## config.mk

```make
export PLATFORM = sky130hd
export DESIGN_NAME = thermal_sensor_config_event_control
export DESIGN_NICKNAME = d
export VERILOG_FILES = /design/src/pkg/thermal_cfg_pkg.sv /design/src/pkg/trip_if.sv /design/src/hw/trip_compare.sv /design/src/hw/thermal_sensor_config_event_control.sv
export SDC_FILE = /design/constraint.sdc
export NUM_CORES = 1
export LEC_CHECK = 0
export BUFFER_PORTS_ARGS = -buffer_cell sky130_fd_sc_hd__buf_2
export CORE_ASPECT_RATIO = 1.1
export CORE_MARGIN = 4
export CORE_UTILIZATION = 25
export DETAILED_ROUTE_END_ITERATION = 16
export PLACE_DENSITY = 0.49
export SETUP_SLACK_MARGIN = 0.2
export SYNTH_ARGS = -nofsm -noshare
export SYNTH_HDL_FRONTEND = slang
export SYNTH_SLANG_ARGS = --single-unit
export TNS_END_PERCENT = 100
```

## constraint.sdc

```tcl
create_clock -name clk -period 7.3 [get_ports clk]
set_input_delay 0 -clock clk [delete_from_list [all_inputs] [get_ports clk]]
set_output_delay 0 -clock clk [all_outputs]
set_load 0.02 [all_outputs]
```

## src/pkg/thermal_cfg_pkg.sv

```systemverilog
// Constants, field layout and state types of the sensor configuration block.
// Assumes temperatures in 1/16 degree steps and limits in 1/4 degree steps.
package thermal_cfg_pkg;

    localparam int CFG_WIDTH = 16;
    localparam int TEMP_WIDTH = 13;

    localparam int BIT_EVENT_MODE = 0;
    localparam int BIT_POLARITY = 1;
    localparam int BIT_CRIT_ONLY = 2;
    localparam int BIT_OUT_ENABLE = 3;
    localparam int BIT_STATUS = 4;
    localparam int BIT_CLEAR = 5;
    localparam int BIT_ALARM_LOCK = 6;
    localparam int BIT_CRIT_LOCK = 7;
    localparam int BIT_SHUTDOWN = 8;
    localparam int BIT_HYST_LO = 9;
    localparam int BIT_HYST_HI = 10;

    localparam logic [15:0] CFG_RESET = 16'h0000;

    // Limit registers keep a 1/4 degree value in bits 12:2
    localparam int LIMIT_MSB = 12;
    localparam int LIMIT_LSB = 2;

    localparam logic [1:0] HYST_SEL_NONE = 2'h0;
    localparam logic [1:0] HYST_SEL_1P5 = 2'h1;
    localparam logic [1:0] HYST_SEL_3 = 2'h2;
    localparam logic [1:0] HYST_SEL_6 = 2'h3;

    // Hysteresis in 1/16 degree steps
    localparam logic [12:0] HYST_NONE = 13'h0000;
    localparam logic [12:0] HYST_1P5 = 13'h0018;
    localparam logic [12:0] HYST_3 = 13'h0030;
    localparam logic [12:0] HYST_6 = 13'h0060;

    typedef struct packed {
        logic [15:0] rdata;
        logic event_level;
        logic event_oe;
        logic [1:0] hysteresis;
        logic shutdown;
        logic crit_lock;
        logic alarm_lock;
        logic status;
        logic out_enable;
        logic crit_only;
        logic polarity;
        logic event_mode;
        logic event_latched;
        logic cond_prev;
    } cfg_state_type;

    localparam cfg_state_type CFG_STATE_RESET = '{
        rdata: 16'h0000,
        event_level: 1'b1,
        event_oe: 1'b0,
        hysteresis: 2'h0,
        shutdown: 1'b0,
        crit_lock: 1'b0,
        alarm_lock: 1'b0,
        status: 1'b0,
        out_enable: 1'b0,
        crit_only: 1'b0,
        polarity: 1'b0,
        event_mode: 1'b0,
        event_latched: 1'b0,
        cond_prev: 1'b0
    };

    typedef struct packed {
        logic tripped;
    } trip_state_type;

endpackage

```

## src/pkg/trip_if.sv

```systemverilog
// Carries the live temperature and hysteresis to the trip comparators.
// Assumes one source module and any number of comparator sinks.
interface trip_if;
    logic [12:0] temperature;
    logic [12:0] hysteresis;
    logic sample_valid;
    logic run;

    modport source(
        output temperature,
        output hysteresis,
        output sample_valid,
        output run
    );

    modport sink(
        input temperature,
        input hysteresis,
        input sample_valid,
        input run
    );
endinterface

```

## src/hw/trip_compare.sv

```systemverilog
// One temperature limit comparator with hysteresis on the return crossing.
// Assumes temperature and limit are signed, both in 1/16 degree steps.
module trip_compare #(
    parameter bit TRIP_ABOVE = 1'b1,
    parameter bit INCLUSIVE = 1'b0
) (
    input wire logic clk,
    input wire logic sys_rst,
    trip_if.sink link,
    input wire logic [12:0] limit,
    output logic tripped
);
    import thermal_cfg_pkg::*;

    thermal_cfg_pkg::trip_state_type state;
    thermal_cfg_pkg::trip_state_type next_state;

    logic signed [13:0] temp_w;
    logic signed [13:0] limit_w;
    logic signed [13:0] hyst_w;
    logic signed [13:0] release_low;
    logic signed [13:0] release_high;

    assign temp_w = {link.temperature[12], link.temperature};
    assign limit_w = {limit[12], limit};
    assign hyst_w = {1'b0, link.hysteresis};
    assign release_low = limit_w - hyst_w;
    assign release_high = limit_w + hyst_w;

    always_comb begin
        next_state = state;
        if (!link.run) begin
            next_state.tripped = 1'b0;
        end else if (link.sample_valid) begin
            if (!state.tripped) begin
                if (TRIP_ABOVE) begin
                    next_state.tripped = INCLUSIVE ? (temp_w >= limit_w) : (temp_w > limit_w);
                end else begin
                    next_state.tripped = temp_w < limit_w;
                end
            end else begin
                // Release only once the temperature is past the hysteresis band
                if (TRIP_ABOVE) begin
                    next_state.tripped = INCLUSIVE ? !(temp_w < release_low)
                                                   : !(temp_w <= release_low);
                end else begin
                    next_state.tripped = !(temp_w >= release_high);
                end
            end
        end
    end

    always_ff @(posedge clk or posedge sys_rst) begin
        if (sys_rst) begin
            state <= '0;
        end else begin
            state <= next_state;
        end
    end

    assign tripped = state.tripped;
endmodule

```

## src/hw/thermal_sensor_config_event_control.sv

```systemverilog
// Configuration register and event output control of the temperature sensor.
// Assumes the serial slave presents one-cycle register strobes on clk, and
// the converter and limit registers sit on the same clock outside.
module thermal_sensor_config_event_control (
    input wire logic clk,
    input wire logic sys_rst,
    input wire logic cfg_write,
    input wire logic [thermal_cfg_pkg::CFG_WIDTH-1:0] cfg_wdata,
    output logic [thermal_cfg_pkg::CFG_WIDTH-1:0] cfg_rdata,
    input wire logic [thermal_cfg_pkg::TEMP_WIDTH-1:0] temperature,
    input wire logic sample_valid,
    input wire logic [15:0] upper_limit,
    input wire logic [15:0] lower_limit,
    input wire logic [15:0] critical_limit,
    input wire logic upper_write_req,
    input wire logic lower_write_req,
    input wire logic critical_write_req,
    output logic upper_write_grant,
    output logic lower_write_grant,
    output logic critical_write_grant,
    output logic temperature_sensing,
    output logic above_critical,
    output logic above_alarm,
    output logic below_alarm,
    output logic event_status,
    output logic event_level,
    output logic event_pin_o,
    output logic event_pin_oe
);
    import thermal_cfg_pkg::*;

    cfg_state_type state;
    cfg_state_type next_state;

    trip_if link();

    logic [12:0] upper_scaled;
    logic [12:0] lower_scaled;
    logic [12:0] critical_scaled;
    logic [12:0] hyst_amount;
    logic crit_trip;
    logic upper_trip;
    logic lower_trip;
    logic locked;
    logic clear_request;
    logic event_cond;
    logic cond_rise;
    logic active;
    logic asserted;

    // Limits carry quarter degrees in bits 12:2; clear bits 1:0 to fit the 1/16 degree grid of the sensor
    assign upper_scaled = {upper_limit[LIMIT_MSB:LIMIT_LSB], 2'h0};
    assign lower_scaled = {lower_limit[LIMIT_MSB:LIMIT_LSB], 2'h0};
    assign critical_scaled = {critical_limit[LIMIT_MSB:LIMIT_LSB], 2'h0};

    always_comb begin
        unique case (state.hysteresis)
            HYST_SEL_NONE: hyst_amount = HYST_NONE;
            HYST_SEL_1P5: hyst_amount = HYST_1P5;
            HYST_SEL_3: hyst_amount = HYST_3;
            HYST_SEL_6: hyst_amount = HYST_6;
        endcase
    end

    assign link.temperature = temperature;
    assign link.hysteresis = hyst_amount;
    assign link.sample_valid = sample_valid;
    assign link.run = !state.shutdown;

    trip_compare #(
        .TRIP_ABOVE(1'b1),
        .INCLUSIVE(1'b1)
    ) critical_cmp (
        .clk(clk),
        .sys_rst(sys_rst),
        .link(link.sink),
        .limit(critical_scaled),
        .tripped(crit_trip)
    );

    trip_compare #(
        .TRIP_ABOVE(1'b1),
        .INCLUSIVE(1'b0)
    ) upper_cmp (
        .clk(clk),
        .sys_rst(sys_rst),
        .link(link.sink),
        .limit(upper_scaled),
        .tripped(upper_trip)
    );

    trip_compare #(
        .TRIP_ABOVE(1'b0),
        .INCLUSIVE(1'b0)
    ) lower_cmp (
        .clk(clk),
        .sys_rst(sys_rst),
        .link(link.sink),
        .limit(lower_scaled),
        .tripped(lower_trip)
    );

    assign locked = state.alarm_lock | state.crit_lock;

    // Limit register writes pass only while their lock is open
    assign upper_write_grant = upper_write_req & !state.alarm_lock;
    assign lower_write_grant = lower_write_req & !state.alarm_lock;
    assign critical_write_grant = critical_write_req & !state.crit_lock;

    // Clear applies only in interrupt mode
    assign clear_request = cfg_write & cfg_wdata[BIT_CLEAR] & state.event_mode;

    always_comb begin
        if (state.shutdown) begin
            event_cond = 1'b0;
        end else if (state.crit_only) begin
            event_cond = crit_trip;
        end else begin
            event_cond = crit_trip | upper_trip | lower_trip;
        end
    end

    assign cond_rise = event_cond & !state.cond_prev;

    // A latched interrupt stays up while critical; critical also holds it alone
    always_comb begin
        if (state.event_mode) begin
            active = state.event_latched | (crit_trip & event_cond);
        end else begin
            active = event_cond;
        end
    end

    assign asserted = active & state.out_enable;

    always_comb begin
        next_state = state;
        next_state.cond_prev = event_cond;

        // Event latch: a new trip wins over a clear in the same cycle
        if (!state.event_mode || !state.out_enable) begin
            next_state.event_latched = 1'b0;
        end else if (cond_rise) begin
            next_state.event_latched = 1'b1;
        end else if (clear_request && !crit_trip) begin
            next_state.event_latched = 1'b0;
        end

        if (cfg_write) begin
            // Status, clear and reserved bits are never stored
            if (!locked) begin
                next_state.event_mode = cfg_wdata[BIT_EVENT_MODE];
                next_state.polarity = cfg_wdata[BIT_POLARITY];
                next_state.crit_only = cfg_wdata[BIT_CRIT_ONLY];
                next_state.out_enable = cfg_wdata[BIT_OUT_ENABLE];
                next_state.shutdown = cfg_wdata[BIT_SHUTDOWN];
            end else begin
                next_state.shutdown = state.shutdown & cfg_wdata[BIT_SHUTDOWN];
            end
            // A single write sets a lock; a zero never releases it
            next_state.alarm_lock = state.alarm_lock | cfg_wdata[BIT_ALARM_LOCK];
            next_state.crit_lock = state.crit_lock | cfg_wdata[BIT_CRIT_LOCK];
            next_state.hysteresis = cfg_wdata[BIT_HYST_HI:BIT_HYST_LO];
        end

        // Status follows the pin, not the write data
        next_state.status = asserted;
        next_state.event_level = asserted ? state.polarity : !state.polarity;
        next_state.event_oe = !next_state.event_level;

        next_state.rdata = CFG_RESET;
        next_state.rdata[BIT_EVENT_MODE] = next_state.event_mode;
        next_state.rdata[BIT_POLARITY] = next_state.polarity;
        next_state.rdata[BIT_CRIT_ONLY] = next_state.crit_only;
        next_state.rdata[BIT_OUT_ENABLE] = next_state.out_enable;
        next_state.rdata[BIT_STATUS] = next_state.status;
        next_state.rdata[BIT_ALARM_LOCK] = next_state.alarm_lock;
        next_state.rdata[BIT_CRIT_LOCK] = next_state.crit_lock;
        next_state.rdata[BIT_SHUTDOWN] = next_state.shutdown;
        next_state.rdata[BIT_HYST_HI:BIT_HYST_LO] = next_state.hysteresis;
    end

    // Only the power-on reset reopens the locks
    always_ff @(posedge clk or posedge sys_rst) begin
        if (sys_rst) begin
            state <= CFG_STATE_RESET;
        end else begin
            state <= next_state;
        end
    end

    assign cfg_rdata = state.rdata;
    assign temperature_sensing = !state.shutdown;
    assign above_critical = crit_trip;
    assign above_alarm = upper_trip;
    assign below_alarm = lower_trip;
    assign event_status = state.status;
    assign event_level = state.event_level;
    // Open-drain pin: pulls low only, the board lifts the high level
    assign event_pin_o = 1'b0;
    assign event_pin_oe = state.event_oe;
endmodule

```

# After elaboration in Yosys (flattened, before gate mapping)
# Index checks and enable logic that the tools add are counted.
# W data, S select, Z words.
# classes
order_cmp	6
n_eq_ne	3
bitwise	15
muxes	21
reduce_logical	17
addsub	3
# op_table
cell	n
$pmux W13 S4	1
$sub A13 B14 Y14	2
$mux W1	17
$add A13 B14 Y14	1
$ge A13 B14 Y1	1
$le A13 B14 Y1	1
$lt A13 B14 Y1	1
$ge A13 B13 Y1	1
$gt A13 B13 Y1	1
$lt A13 B13 Y1	1
$logic_not A1 Y1	12
$and A1 B1 Y1	9
$mux W4	2
$or A1 B1 Y1	6
$mux W5	1
$eq A2 B2 Y1 const B	2
$reduce_bool A3 Y1	1
$eq A2 B1 Y1 const B	1
$logic_not A2 Y1	1
$reduce_bool A2 Y1	1
$logic_and A1 B1 Y1	1
$logic_or A1 B1 Y1	1
# word_totals
reg_bits	27
inputBits	84

# Depth between registers and ports, before layout
# Gate-level depths: netlist of run 1.
# depth
ltp_word	10
mapped_depth	17

# Hierarchy
# A second synthesis of run 1 with hierarchy kept.
# hier_totals
cells_unflattened	618
area_unflattened_um2	4815.9
# modules_own_cells
mod	cells_per_inst	n_inst	seq_area_each_um2	area_per_inst_um2
trip_compare at upper_cmp	196	1	25.0	1442.6
trip_compare at critical_cmp	188	1	25.0	1345.0
trip_compare at lower_cmp	162	1	25.0	1262.5
thermal_sensor_config_event_control	72	1	351.6	765.7

# Worst setup path before layout of run 1
# No wires, ideal clock.
# synth_path
kind	register -> register
start	register state[10] (netlist name)
end	register lower_cmp.state, in the netlist lower_cmp.tripped
period_less_slack_ns	3.401
required_ns	7.226
path_stages_with_launch	16
slack_ns	3.899
path_buffers	0
t_arrival_ns	3.326
path_cell_list	dfrtp_1 inv_1 ha_1 inv_1 fa_1 a21o_1 a21oi_1 nand2b_1 nor2_1 xnor2_1 ha_1 a21oi_1 a21oi_1 or4b_1 mux2_2 o21ai_2
# synth_between
elab_chain_cells	8
# synth_lines
item	line	text
start: declaration	thermal_sensor_config_event_control.sv:32	cfg_state_type state;
start signal: assignment	thermal_sensor_config_event_control.sv:188	state <= next_state;
$eq A2 B2 Y1 (tied with other cells)	thermal_sensor_config_event_control.sv:57	unique case (state.hysteresis)
$pmux W13 S4 *	thermal_sensor_config_event_control.sv:57	
$add A13 B14 Y14 *	trip_compare.sv:28	assign release_high = limit_w + hyst_w;
$ge A13 B14 Y1 *	trip_compare.sv:47	next_state.tripped = !(temp_w >= release_high);
$logic_not A1 Y1 *	trip_compare.sv:47	
$mux W1 *	trip_compare.sv:35	if (!state.tripped) begin
$mux W1 *	trip_compare.sv:34	end else if (link.sample_valid) begin
$mux W1 *	trip_compare.sv:32	if (!link.run) begin
end signal: assignment	trip_compare.sv:57	state <= next_state;
end: declaration	trip_compare.sv:15	thermal_cfg_pkg::trip_state_type state;
# Mark *: on every way between the ends. The rest lies on a longest branch, timed or not. The select of a mux whose other input is x is not followed.
# A chain may end at the register's enable or synchronous reset.

# Final worst setup path of run 1
# Ends and elaborated chain as after synthesis.

==> results of run 1 <==
[cell usage in the layout (no fill, tap or decap), types with 4 or more instances in the layout]
cell type	Yosys	final
xnor2_1	22	22
dfrtp_1	16	16
dlygate4sd3_1	0	10
nand4_1	11	11
nand2_1	19	19
ha_1	81	81
a21o_1	15	15
a21oi_1	29	29
nor4_1	5	5
nor2_1	20	20
conb_1	1	7
nor3_1	4	4
mux2_2	5	5
nor2b_1	16	16
inv_1	50	50
buf_2	0	82
o21ai_0	6	6
o21a_1	4	4
o21ai_1	6	6
nand3_1	8	8
[per-layer routing]
| layer | up-vias | part of all wire (%) | global-route usage [%] |
|---|---|---|---|
| met5 | - | 0 | 0 |
| met4 | 0 | 0.35 | 1.24 |
| met3 | 5 | 3.8 | 1.34 |
| met2 | 71 | 48 | 20.5 |
| met1 | 1249 | 47 | 15.7 |
| li1 | 1491 | - | - |
[area by class of cell]
type / instances / area, um2
well taps: 154 / 193
inverters: 51 / 191
repair buffers: 92 / 510
multi-input cells: 299 / 2430
clock inverters: 1 / 5.00
clock buffers: 3 / 75.1
fillers: 1305 / 8360
flip-flops and latches: 17 / 427
[worst max-delay path: stages (launching register included)]
cell	delay (ps)
dfrtp_1	390
inv_1	70
ha_1	400
inv_1	140
fa_1	470
a21o_1	190
a21oi_1	200
nand2b_1	180
nor2_1	60
xnor2_1	130
ha_1	310
a21oi_1	150
a21oi_1	70
or4b_1	530
mux2_2	300
o21ai_2	120
[power by group]
part	switching [mW]	leakage [nW]	internal, mW	total [mW]
sequential	0.0199	0.198	0.118	0.138
clock	0.0375	0.0409	0.0733	0.111
combinational	0.183	1.75	0.143	0.326
[cell families (layout without fill, tap and decap cells)]
family | count (synthesis) | after routing | synth area share, %
and+or+nand+nor | 97 | 97 | 16.6
AOI/OAI and AO/OA | 80 | 80 | 16.4
other | 1 | 7 | 0.119
xor gates and xnor gates | 25 | 25 | 6.94
DFF | 17 | 17 | 13.5
buffers and inverters | 69 | 147 | 10.2
muxes | 6 | 6 | 2.10
adders and majority gates | 84 | 84 | 34.0
[how the worst min path moves through the flow]
stage	startpoint	to	cells past startpoint
floorplan	sys_rst	cfg_rdata[0]	1
global placement	sys_rst	cfg_rdata[10]	2
detailed placement	sys_rst	cfg_rdata[10]	2
CTS	cfg_write	cfg_rdata[8]	2
global route	cfg_write	cfg_rdata[8]	2
finish	cfg_write	cfg_rdata[8]	2
[through the flow]
stage | cells | util [%]
6_report | 617 | 31.4
3_5_place_dp | 603 | 29.9
2_1_floorplan | 385 | -
5_1_grt | 617 | 31.4
4_1_cts | 617 | 31.4
3_3_place_gp | 603 | 29.9
[timing repair]
| item | CTS | global route |
|---|---|---|
| hold endpoints to repair | 25 | 0 |
| hold buffers | 10 | 0 |
| setup endpoints to repair | 0 | 0 |
[registers in the layout, summed over array words and instances (netlist names)]
name,count
cfg_rdata,9
state,3
critical_cmp.tripped,1
event_level,1
event_pin_oe,1
lower_cmp.tripped,1
upper_cmp.tripped,1
==> impl_metrics.csv, run 1 <==
group,metric,value,unit
clock_tree,clockRootBuffer,"clkbuf_16",
outcome,status,"complete, no violations",
worst_setup_path,crit_fanout,4,
yosys,synth-seq-cells,17,
timing,worstMarginPinSlew,675,ps
final_layout,antenna_cells,0,
global_route,gr-total-overflow,0,
yosys,synth_ff_type,"dfrtp_1",
yosys,synth_top_area_share,32.1,%
yosys,synth_largest_area_cell,"ha_1",
yosys,synth_common_cells,"ha_1 (81), inv_1 (50), a21oi_1 (29)",
place,place_area,3650,um2
drt,wl,8390,um
global_route,grt_start_max_net_pins,18,
floorplanning,core,12200,um2
final_layout,layout-drive-gt1-share,21.6,%
worst_setup_path,crit_path_end_kind,"flip-flop",
yosys,syn-mean-instance-area,8.32,um2
worst_setup_path,r2r_slack,3500,ps
clock_tree,cts_tree,"built",
run,maxCapViolCount,0,
clock_tree,htreeDepth,1,
drt,first_pass_iters,4,
worst_setup_path,endpoint,"lower_cmp.tripped",
clock_tree,clk_latency,250,ps
clock_tree,cts_sinks,17,
timing,worst_slew_margin_rel,54.9,%
timing,finalHoldViolCount,0,
timing,fin_crit_sh,52.1,%
global_route,first_global_vias,2880,
yosys,synthArstFlopShare,100,%
yosys,ys_types,50,
timing,tns,0,ps
timing,finalSetupViolations,0,
drt,vias,2816,
worst_setup_path,critPathKind,"flip-flop to flip-flop",
yosys,yosysMostFrequentCell,"ha_1",
clock_tree,cts_buffer_depth,2,
worst_setup_path,crit_required,7480,ps
global_route,grt_antenna_before_repair,0,
timing,fin_crit,3800,ps
clock_tree,cts_buffers,3,
power,ir_drop,0.000141,V
final_layout,areaGrowthSynthToFinish,21.4,%
power,total_power,575,uW
worst_setup_path,crit_start,"state[10]",
drt,routedWlPerCell,13.6,um
yosys,synth_seq_area_share,13.5,%
place,gp_congestion,0.797,
final_layout,stdcell_area,3830,um2
place,place_ws,3490,ps
yosys,synth_cells,379,
drt,drtAntennaViolNets,0,
clock_tree,cts.clk_slew.worst_paths,50,ps
global_route,grt_usage,11.6,%
place,dpl.hpwl,7440,um
timing,fin_worst_skew,2.58,ps
yosys,synth_area_leaders,"ha_1 (32%), dfrtp_1 (13%), xnor2_1 (6.1%), inv_1 (6.0%), a21oi_1 (4.6%)",
final_layout,fin_nets,632,
worst_setup_path,reg2reg_depth,15,
yosys,synth.cell_area,3150,um2
floorplanning,std_cell_rows,42,
worst_setup_path,r2r_end,"lower_cmp.tripped",
timing,maxSlewViolCount,0,
floorplanning,dieWidth,115,um
timing,holdWs,64.2,ps
clock_tree,cts_resized,0,
yosys,synth_edf_count,0,
floorplanning,initial_utilization,25.9,%
hold_path,hold_class,"input pin to flip-flop",
worst_setup_path,cp.arrival,3980,ps
clock_tree,postCtsSetupRepairBufs,0,
power,p_leak,1.99,nW
worst_setup_path,r2r-start,"state[10]",
timing,layout_setup_ws,3500,ps
worst_setup_path,startpoint_type,"flip-flop",
yosys,yosysWarnings,0,
timing,rsz0062_at_grt,"no",
timing,fmax,263,MHz
drt,drcViolationCount,0,
drt,drt-vias-per-instance,4.56,
global_route,grt_pass1_wl,13900,um
floorplanning,die_area,14500,um2
place,numPortBuffers,82,
drt,drt_iter0_drc,105,
floorplanning,pin_count,111,
power,p_per_area,150,nW/um2
floorplanning,dieHeight,126,um
No activity file was read; power rests on OpenSTA's default activity.
==> inputs of run 2 (changes only) <==
ABC_AREA = 1   (was not set)
PLACE_DENSITY = 0.48   (was 0.49)
clock period = 3.9 ns   (was 7.3 ns; I/O delays follow)
==> run 2 against run 1 <==
Compared with the run above: global-route usage increased by 0.33 points; clock power rose by 81%; sequential cell count unchanged; via count is 14% higher; utilization fell by 0.54 points; highest routed layer is now met5; clock skew shrank 1.4 ps.
==> impl_metrics.csv, run 2 <==
group,metric,value,unit
yosys,syn-mean-instance-area,7.04,um2
clock_tree,clk_latency,240,ps
power,seqPwrFrac,23.0,%
timing,finalHoldViolCount,0,
floorplanning,dieWidth,118,um
worst_setup_path,worstPathCellList,"inv_1 > ha_1 > inv_2 > fa_1 > a31oi_1 > nor3_2 > nand3_1 > o21ai_0 > ha_1 > nand2_1 > nor2_1 > and2_1 > nand2_1 > nand3_1 > nand2_1 > nand3_1 > nand2_1 > nand2_1 > nand2_1",
yosys,synthArstFlopShare,100,%
yosys,yosysWarnings,0,
yosys,synth_cells,476,
run,maxCapViolCount,0,
final_layout,layout-drive-gt1-share,18.9,%
timing,rsz0062_at_grt,"no",
global_route,first_global_vias,3296,
place,numPortBuffers,82,
clock_tree,clockRootBuffer,"clkbuf_16",
drt,drcViolationCount,0,
worst_setup_path,reg2reg_depth,19,
global_route,grt_antenna_before_repair,2,
clock_tree,cts_buffer_depth,2,
timing,fin_crit_sh,86.6,%
drt,routedWlPerCell,12.6,um
worst_setup_path,slowest_delay,440,ps
drt,drt_iter0_drc,102,
timing,worst_slew_margin_rel,56.6,%
clock_tree,cts.clk_slew.worst_paths,50,ps
floorplanning,dieHeight,129,um
final_layout,largest_reg_flops,9,
global_route,grt_pass1_wl,15000,um
global_route,grt_usage,12.0,%
final_layout,seq_area,427,um2
worst_setup_path,crit_top_cell,"nand2_1",
final_layout,areaGrowthSynthToFinish,21.2,%
yosys,synth_area_leaders,"ha_1 (30%), dfrtp_1 (12%), nand2_1 (11%), inv_1 (9.3%), xor2_1 (4.7%)",
yosys,synth_top_area_share,30.2,%
worst_setup_path,r2r-start,"state[10]",
timing,maxSlewViolCount,0,
global_route,gr-total-overflow,0,
worst_setup_path,critPathKind,"flip-flop to flip-flop",
timing,tns,0,ps
yosys,synth_ff_type,"dfrtp_1",
worst_setup_path,crit_required,4040,ps
floorplanning,die_area,15300,um2
worst_setup_path,r2r_end,"lower_cmp.tripped",
timing,fmax,296,MHz
drt,first_pass_iters,4,
yosys,synth_seq_area_share,12.7,%
yosys,synth_common_cells,"nand2_1 (101), inv_1 (83), ha_1 (81)",
worst_setup_path,cp.arrival,3510,ps
floorplanning,pin_count,111,
power,comb_power_share,57.6,%
timing,finalSetupViolations,0,
power,swShare,43.0,%
yosys,synth_largest_area_cell,"ha_1",
worst_setup_path,r2r_slack,520,ps
clock_tree,htreeDepth,1,
power,ir_drop,0.000243,V
worst_setup_path,path_depth,19,
timing,worstMarginPinSlew,651,ps
floorplanning,core,13200,um2
final_layout,most-common-layout-cells,"nand2_1 (101), inv_1 (82), buf_2 (82)",
drt,drt-vias-per-instance,4.46,
place,dpl.hpwl,7970,um
worst_setup_path,startpoint_type,"flip-flop",
yosys,synth.cell_area,3350,um2
hold_path,hold_start,"cfg_wdata[8]",
timing,fin_crit,3380,ps
place,gp_congestion,0.849,
yosys,yosysMostFrequentCell,"nand2_1",
global_route,grt_start_max_net_pins,18,
outcome,status,"complete, no violations",
final_layout,antenna_cells,0,
yosys,synth_edf_count,0,
worst_setup_path,crit_family,"adder cells",
final_layout,multi_input_area,2530,um2
yosys,synth-seq-cells,17,
power,p_leak,2.33,nW
clock_tree,cts_buffers,3,
power,internal-power,591,uW
drt,wl,9080,um
hold_path,hold_class,"input pin to flip-flop",
final_layout,fin_nets,730,
drt,drtAntennaViolNets,0,
clock_tree,cts_sinks,17,
power,switching_power,445,uW
clock_tree,cts_tree,"built",
timing,fin_worst_skew,1.18,ps
worst_setup_path,crit_path_end_kind,"flip-flop",
power,p_per_area,255,nW/um2
yosys,ys_types,33,
hold_path,min_to,"cfg_rdata[8]",
final_layout,fin_util,30.9,%
power,p_clk_share,19.4,%
hold_path,hold_depth,3,
drt,vias,3217,
worst_setup_path,crit_slowest_cell,"fa_1",
final_layout,layout_commonest_cell,"nand2_1",
final_layout,nFillCells,1441,
worst_setup_path,crit_fanout,4,
floorplanning,std_cell_rows,44,
worst_setup_path,path_buf_inv,2,
floorplanning,initial_utilization,25.5,%
[run 2: cell types whose count changed in the layout (fill, tap and decap cells not counted), sizes merged, moves of 5 or more]
cell / before / now
nor4: 6 / 1
nor2: 20 / 36
nand3: 8 / 24
inv: 51 / 83
a21o: 15 / 5
xnor2: 22 / 4
nor2b: 16 / 0
xor2: 3 / 18
nand2: 19 / 103
[run 2: how the worst max path moves through the flow]
stage	start	end	slack [ps]
2_1_floorplan	cfg_rdata[10]	critical_cmp.tripped	920
3_3_place_gp	state[10]	upper_cmp.tripped	440
3_5_place_dp	state[10]	upper_cmp.tripped	430
4_1_cts	state[10]	upper_cmp.tripped	410
5_1_grt	cfg_rdata[10]	critical_cmp.tripped	200
6_report	state[10]	lower_cmp.tripped	520
[run 2: power by group through the flow]
stage	clock network [mW]	logic [mW]	registers [mW]
floorplan	0	0.405	0.258
global placement	0	0.578	0.240
detailed placement	0	0.589	0.241
CTS	0.207	0.599	0.239
global route	0.214	0.692	0.243
finish	0.201	0.597	0.238
[run 2: repair_timing]
action	in CTS	in global routing
resized for setup	0	7
hold buffers	9	0
endpoints found under the hold margin	24	0
setup buffers	0	2
setup endpoints to repair	0	3
[run 2: worst register-to-register path, delay by kind of cell, from the launching register on]
family / cells / cell delay (ps)
DFF: 1 / 380
adders and majority gates: 3 / 1170
and+or+nand+nor: 12 / 1130
AOI/OAI and AO/OA: 2 / 390
buffers and inverters: 2 / 200
[run 2: metrics by stage]
step	power [mW]	setup slack (ps)	cells	hold WS (ps)	area (um2)
6_report	1.04	523	722	8.21	4060
5_1_grt	1.15	200	722	13.4	4060
4_1_cts	1.04	411	720	4.49	4020
3_5_place_dp	0.830	432	707	129	3850
3_3_place_gp	0.818	444	707	122	3850
2_1_floorplan	0.663	916	482	-74.7	3370
[run 2: metal layers]
metal / wire length (um) / part of all wire (%) / global-route usage (%)
met1: 4230 / 47 / 14.9
met2: 4140 / 46 / 21.5
met3: 532 / 5.9 / 2.40
met4: 146 / 1.6 / 2.79
met5: 32 / 0.35 / 0
[run 2: cells by family after synthesis]
logic type                 count (synthesis)  share of synthesized area (%)
AOI/OAI and AO/OA                         59                           10.3
DFF                                       17                           12.7
adders and majority gates                 84                           32.0
xor gates and xnor gates                  22                           5.75
buffers and inverters                    101                           13.3
muxes                                      4                           1.34
other                                      1                          0.112
and+or+nand+nor                          188                           24.5
[run 2: final cells by class]
cell class	instances	share of cell area, %
clock buffers	4	1.94
inverters	83	7.67
flip-flops and latches	17	10.5
repair buffers	93	12.7
well taps	161	4.96
multi-input cells	364	62.2
==> inputs of run 3 (changes only) <==
BUFFER_PORTS_ARGS = not set   (was -buffer_cell sky130_fd_sc_hd__buf_2)
DONT_BUFFER_PORTS = 1   (was not set)
PLACE_DENSITY = 0.41   (was 0.48)
clock period = 3.4 ns   (was 3.9 ns; I/O delays follow)
==> run 3 against run 2 <==
Compared with the run above: critical path depth stayed put; wire length rose by 7.1%; sequential cell count stayed put; sequential power increased by 37%; critical endpoint unchanged; worst setup slack got worse by 250 ps; total power is 18% higher.
==> impl_metrics.csv, run 3 (synthesized netlist as in run 2, its figures left out) <==
group,metric,value,unit
floorplanning,dieHeight,129,um
place,gp_congestion,0.813,
power,p_per_area,298,nW/um2
place,numPortBuffers,0,
floorplanning,initial_utilization,25.5,%
floorplanning,std_cell_rows,44,
worst_setup_path,endpoint,"lower_cmp.tripped",
worst_setup_path,slowest_delay,450,ps
drt,drt_iter0_drc,78,
place,dpl.hpwl,8240,um
clock_tree,cts_tree,"built",
place,dpl.cell_count,644,
final_layout,nFillCells,1416,
global_route,grt_pass1_wl,15400,um
final_layout,antenna_cells,0,
timing,maxSlewViolCount,0,
clock_tree,clk_latency,250,ps
clock_tree,cts.clk_slew.worst_paths,50,ps
drt,drt-vias-per-instance,4.60,
timing,rsz0062_at_grt,"yes",
final_layout,layout_commonest_cell,"nand2_1",
drt,wl,9720,um
power,p_leak,2.14,nW
worst_setup_path,crit_required,3540,ps
worst_setup_path,reg2reg_depth,19,
worst_setup_path,crit_start,"state[10]",
floorplanning,pin_count,111,
drt,routedWlPerCell,14.6,um
final_layout,fin_nets,675,
global_route,gr-total-overflow,0,
timing,fin_crit,3130,ps
drt,first_pass_iters,5,
run,maxCapViolCount,0,
worst_setup_path,r2r_slack,270,ps
floorplanning,dieWidth,118,um
power,ir_drop,0.000256,V
final_layout,finalNonFillerCells,667,
global_route,grt_usage,12.4,%
global_route,first_global_vias,3145,
timing,finalHoldViolCount,0,
final_layout,largest_reg_flops,9,
timing,tns,0,ps
final_layout,layout-drive-gt1-share,16.8,%
global_route,grt_antenna_before_repair,0,
final_layout,areaGrowthSynthToFinish,22.3,%
power,total_power,1.22,mW
timing,worstMarginPinSlew,681,ps
drt,drcViolationCount,0,
final_layout,stdcell_area,4100,um2
worst_setup_path,startpoint_type,"flip-flop",
clock_tree,cts_buffer_depth,2,
timing,fin_crit_sh,91.9,%
outcome,status,"complete, no violations",
clock_tree,cts_buffers,3,
worst_setup_path,crit_slowest_cell,"dfrtp_2",
timing,fin_worst_skew,3.53,ps
worst_setup_path,crit_top_cell,"nand2_1",
place,place_area,3580,um2
clock_tree,htreeDepth,1,
hold_path,hold_class,"input pin to flip-flop",
worst_setup_path,r2r-start,"state[10]",
worst_setup_path,r2r_end,"lower_cmp.tripped",
worst_setup_path,crit_path_end_kind,"flip-flop",
worst_setup_path,crit_fanout,4,
floorplanning,core,13200,um2
drt,drtAntennaViolNets,0,
timing,holdWs,61.3,ps
timing,fmax,320,MHz
final_layout,most-common-layout-cells,"nand2_1 (95), inv_1 (79), ha_1 (70)",
worst_setup_path,cp.arrival,3270,ps
drt,vias,3069,
worst_setup_path,critPathKind,"flip-flop to flip-flop",
timing,worst_slew_margin_rel,54.6,%
global_route,grt_start_max_net_pins,18,
floorplanning,die_area,15300,um2
worst_setup_path,worstPathCellList,"buf_12 > ha_4 > ha_1 > fa_1 > a31oi_2 > nor3_2 > nand3_1 > o21ai_0 > ha_1 > nand2_2 > nor2_4 > and2_4 > nand2_2 > nand3_1 > nand2_1 > nand3_2 > nand2_1 > nand2_1 > nand2_1",
timing,finalSetupViolations,0,
clock_tree,cts_sinks,17,
clock_tree,clockRootBuffer,"clkbuf_16",
-- run 3: cell count changes in the layout (fill, tap and decap cells not counted), sizes merged --
| cell | before | now |
|---|---|---|
| clkinv | 0 | 1 |
| clkbuf | 4 | 3 |
| buf | 84 | 25 |
| dlygate4sd3 | 9 | 13 |
-- run 3: layout make-up --
cell class                      count  area [um2]  share of cell area (%)
Multi-Input combinational cell    364        2740                    66.8
Clock inverter                      1        5.00                   0.122
Sequential cell                    17         429                    10.5
Inverter                           83         312                    7.61
Timing Repair Buffer               38         338                    8.25
Tap cell                          161         201                    4.92
Clock buffer                        3        75.1                    1.83
-- run 3: worst max-delay path: cells and delay by family (launching register included) --
kind | cells | cell delay [ps]
flops | 1 | 450
simple gates | 12 | 930
fa+ha+maj | 4 | 1190
compound gates | 2 | 320
buf+inv | 1 | 140
-- run 3: where the power goes --
part	total [mW]	internal [mW]	switching (mW)
logic	0.656	0.306	0.350
registers	0.325	0.241	0.0835
clock network	0.240	0.158	0.0822
total	1.22	0.705	0.516
-- run 3: worst min path at each step --
stage | from | to | slack (ps) | cells after the start
global placement | sys_rst | cfg_rdata[8] | 40 | 1
floorplan | sys_rst | cfg_rdata[0] | -70 | 1
finish | cfg_write | cfg_rdata[8] | 60 | 2
global route | cfg_write | cfg_rdata[8] | 100 | 2
detailed placement | sys_rst | state[0] | 40 | 1
CTS | cfg_write | cfg_rdata[8] | 80 | 2
-- run 3: what timing repair did --
| item | CTS | global route |
|---|---|---|
| hold buffers | 13 | 0 |
| endpoints found under the setup margin | 3 | 3 |
| endpoints found under the hold margin | 29 | 0 |
| resized for setup | 28 | 26 |
| buffers inserted | 5 | 1 |
| pin swaps | 10 | 25 |
-- run 3: layer usage --
metal,part of all wire (%),track usage (%),vias up
met3,6.1,2.53,9
met4,0.97,1.64,0
li1,-,-,1589
met1,44,14.9,1386
met2,49,23.5,85
met5,0,0,-
-- run 3: through the flow --
step,setup slack (ps),utilization (%)
after floorplan,416,-
after global placement,78.5,27.2
after detailed placement,20.5,27.2
after CTS,184,30.4
after global routing,46.8,31.1
final,274,31.1
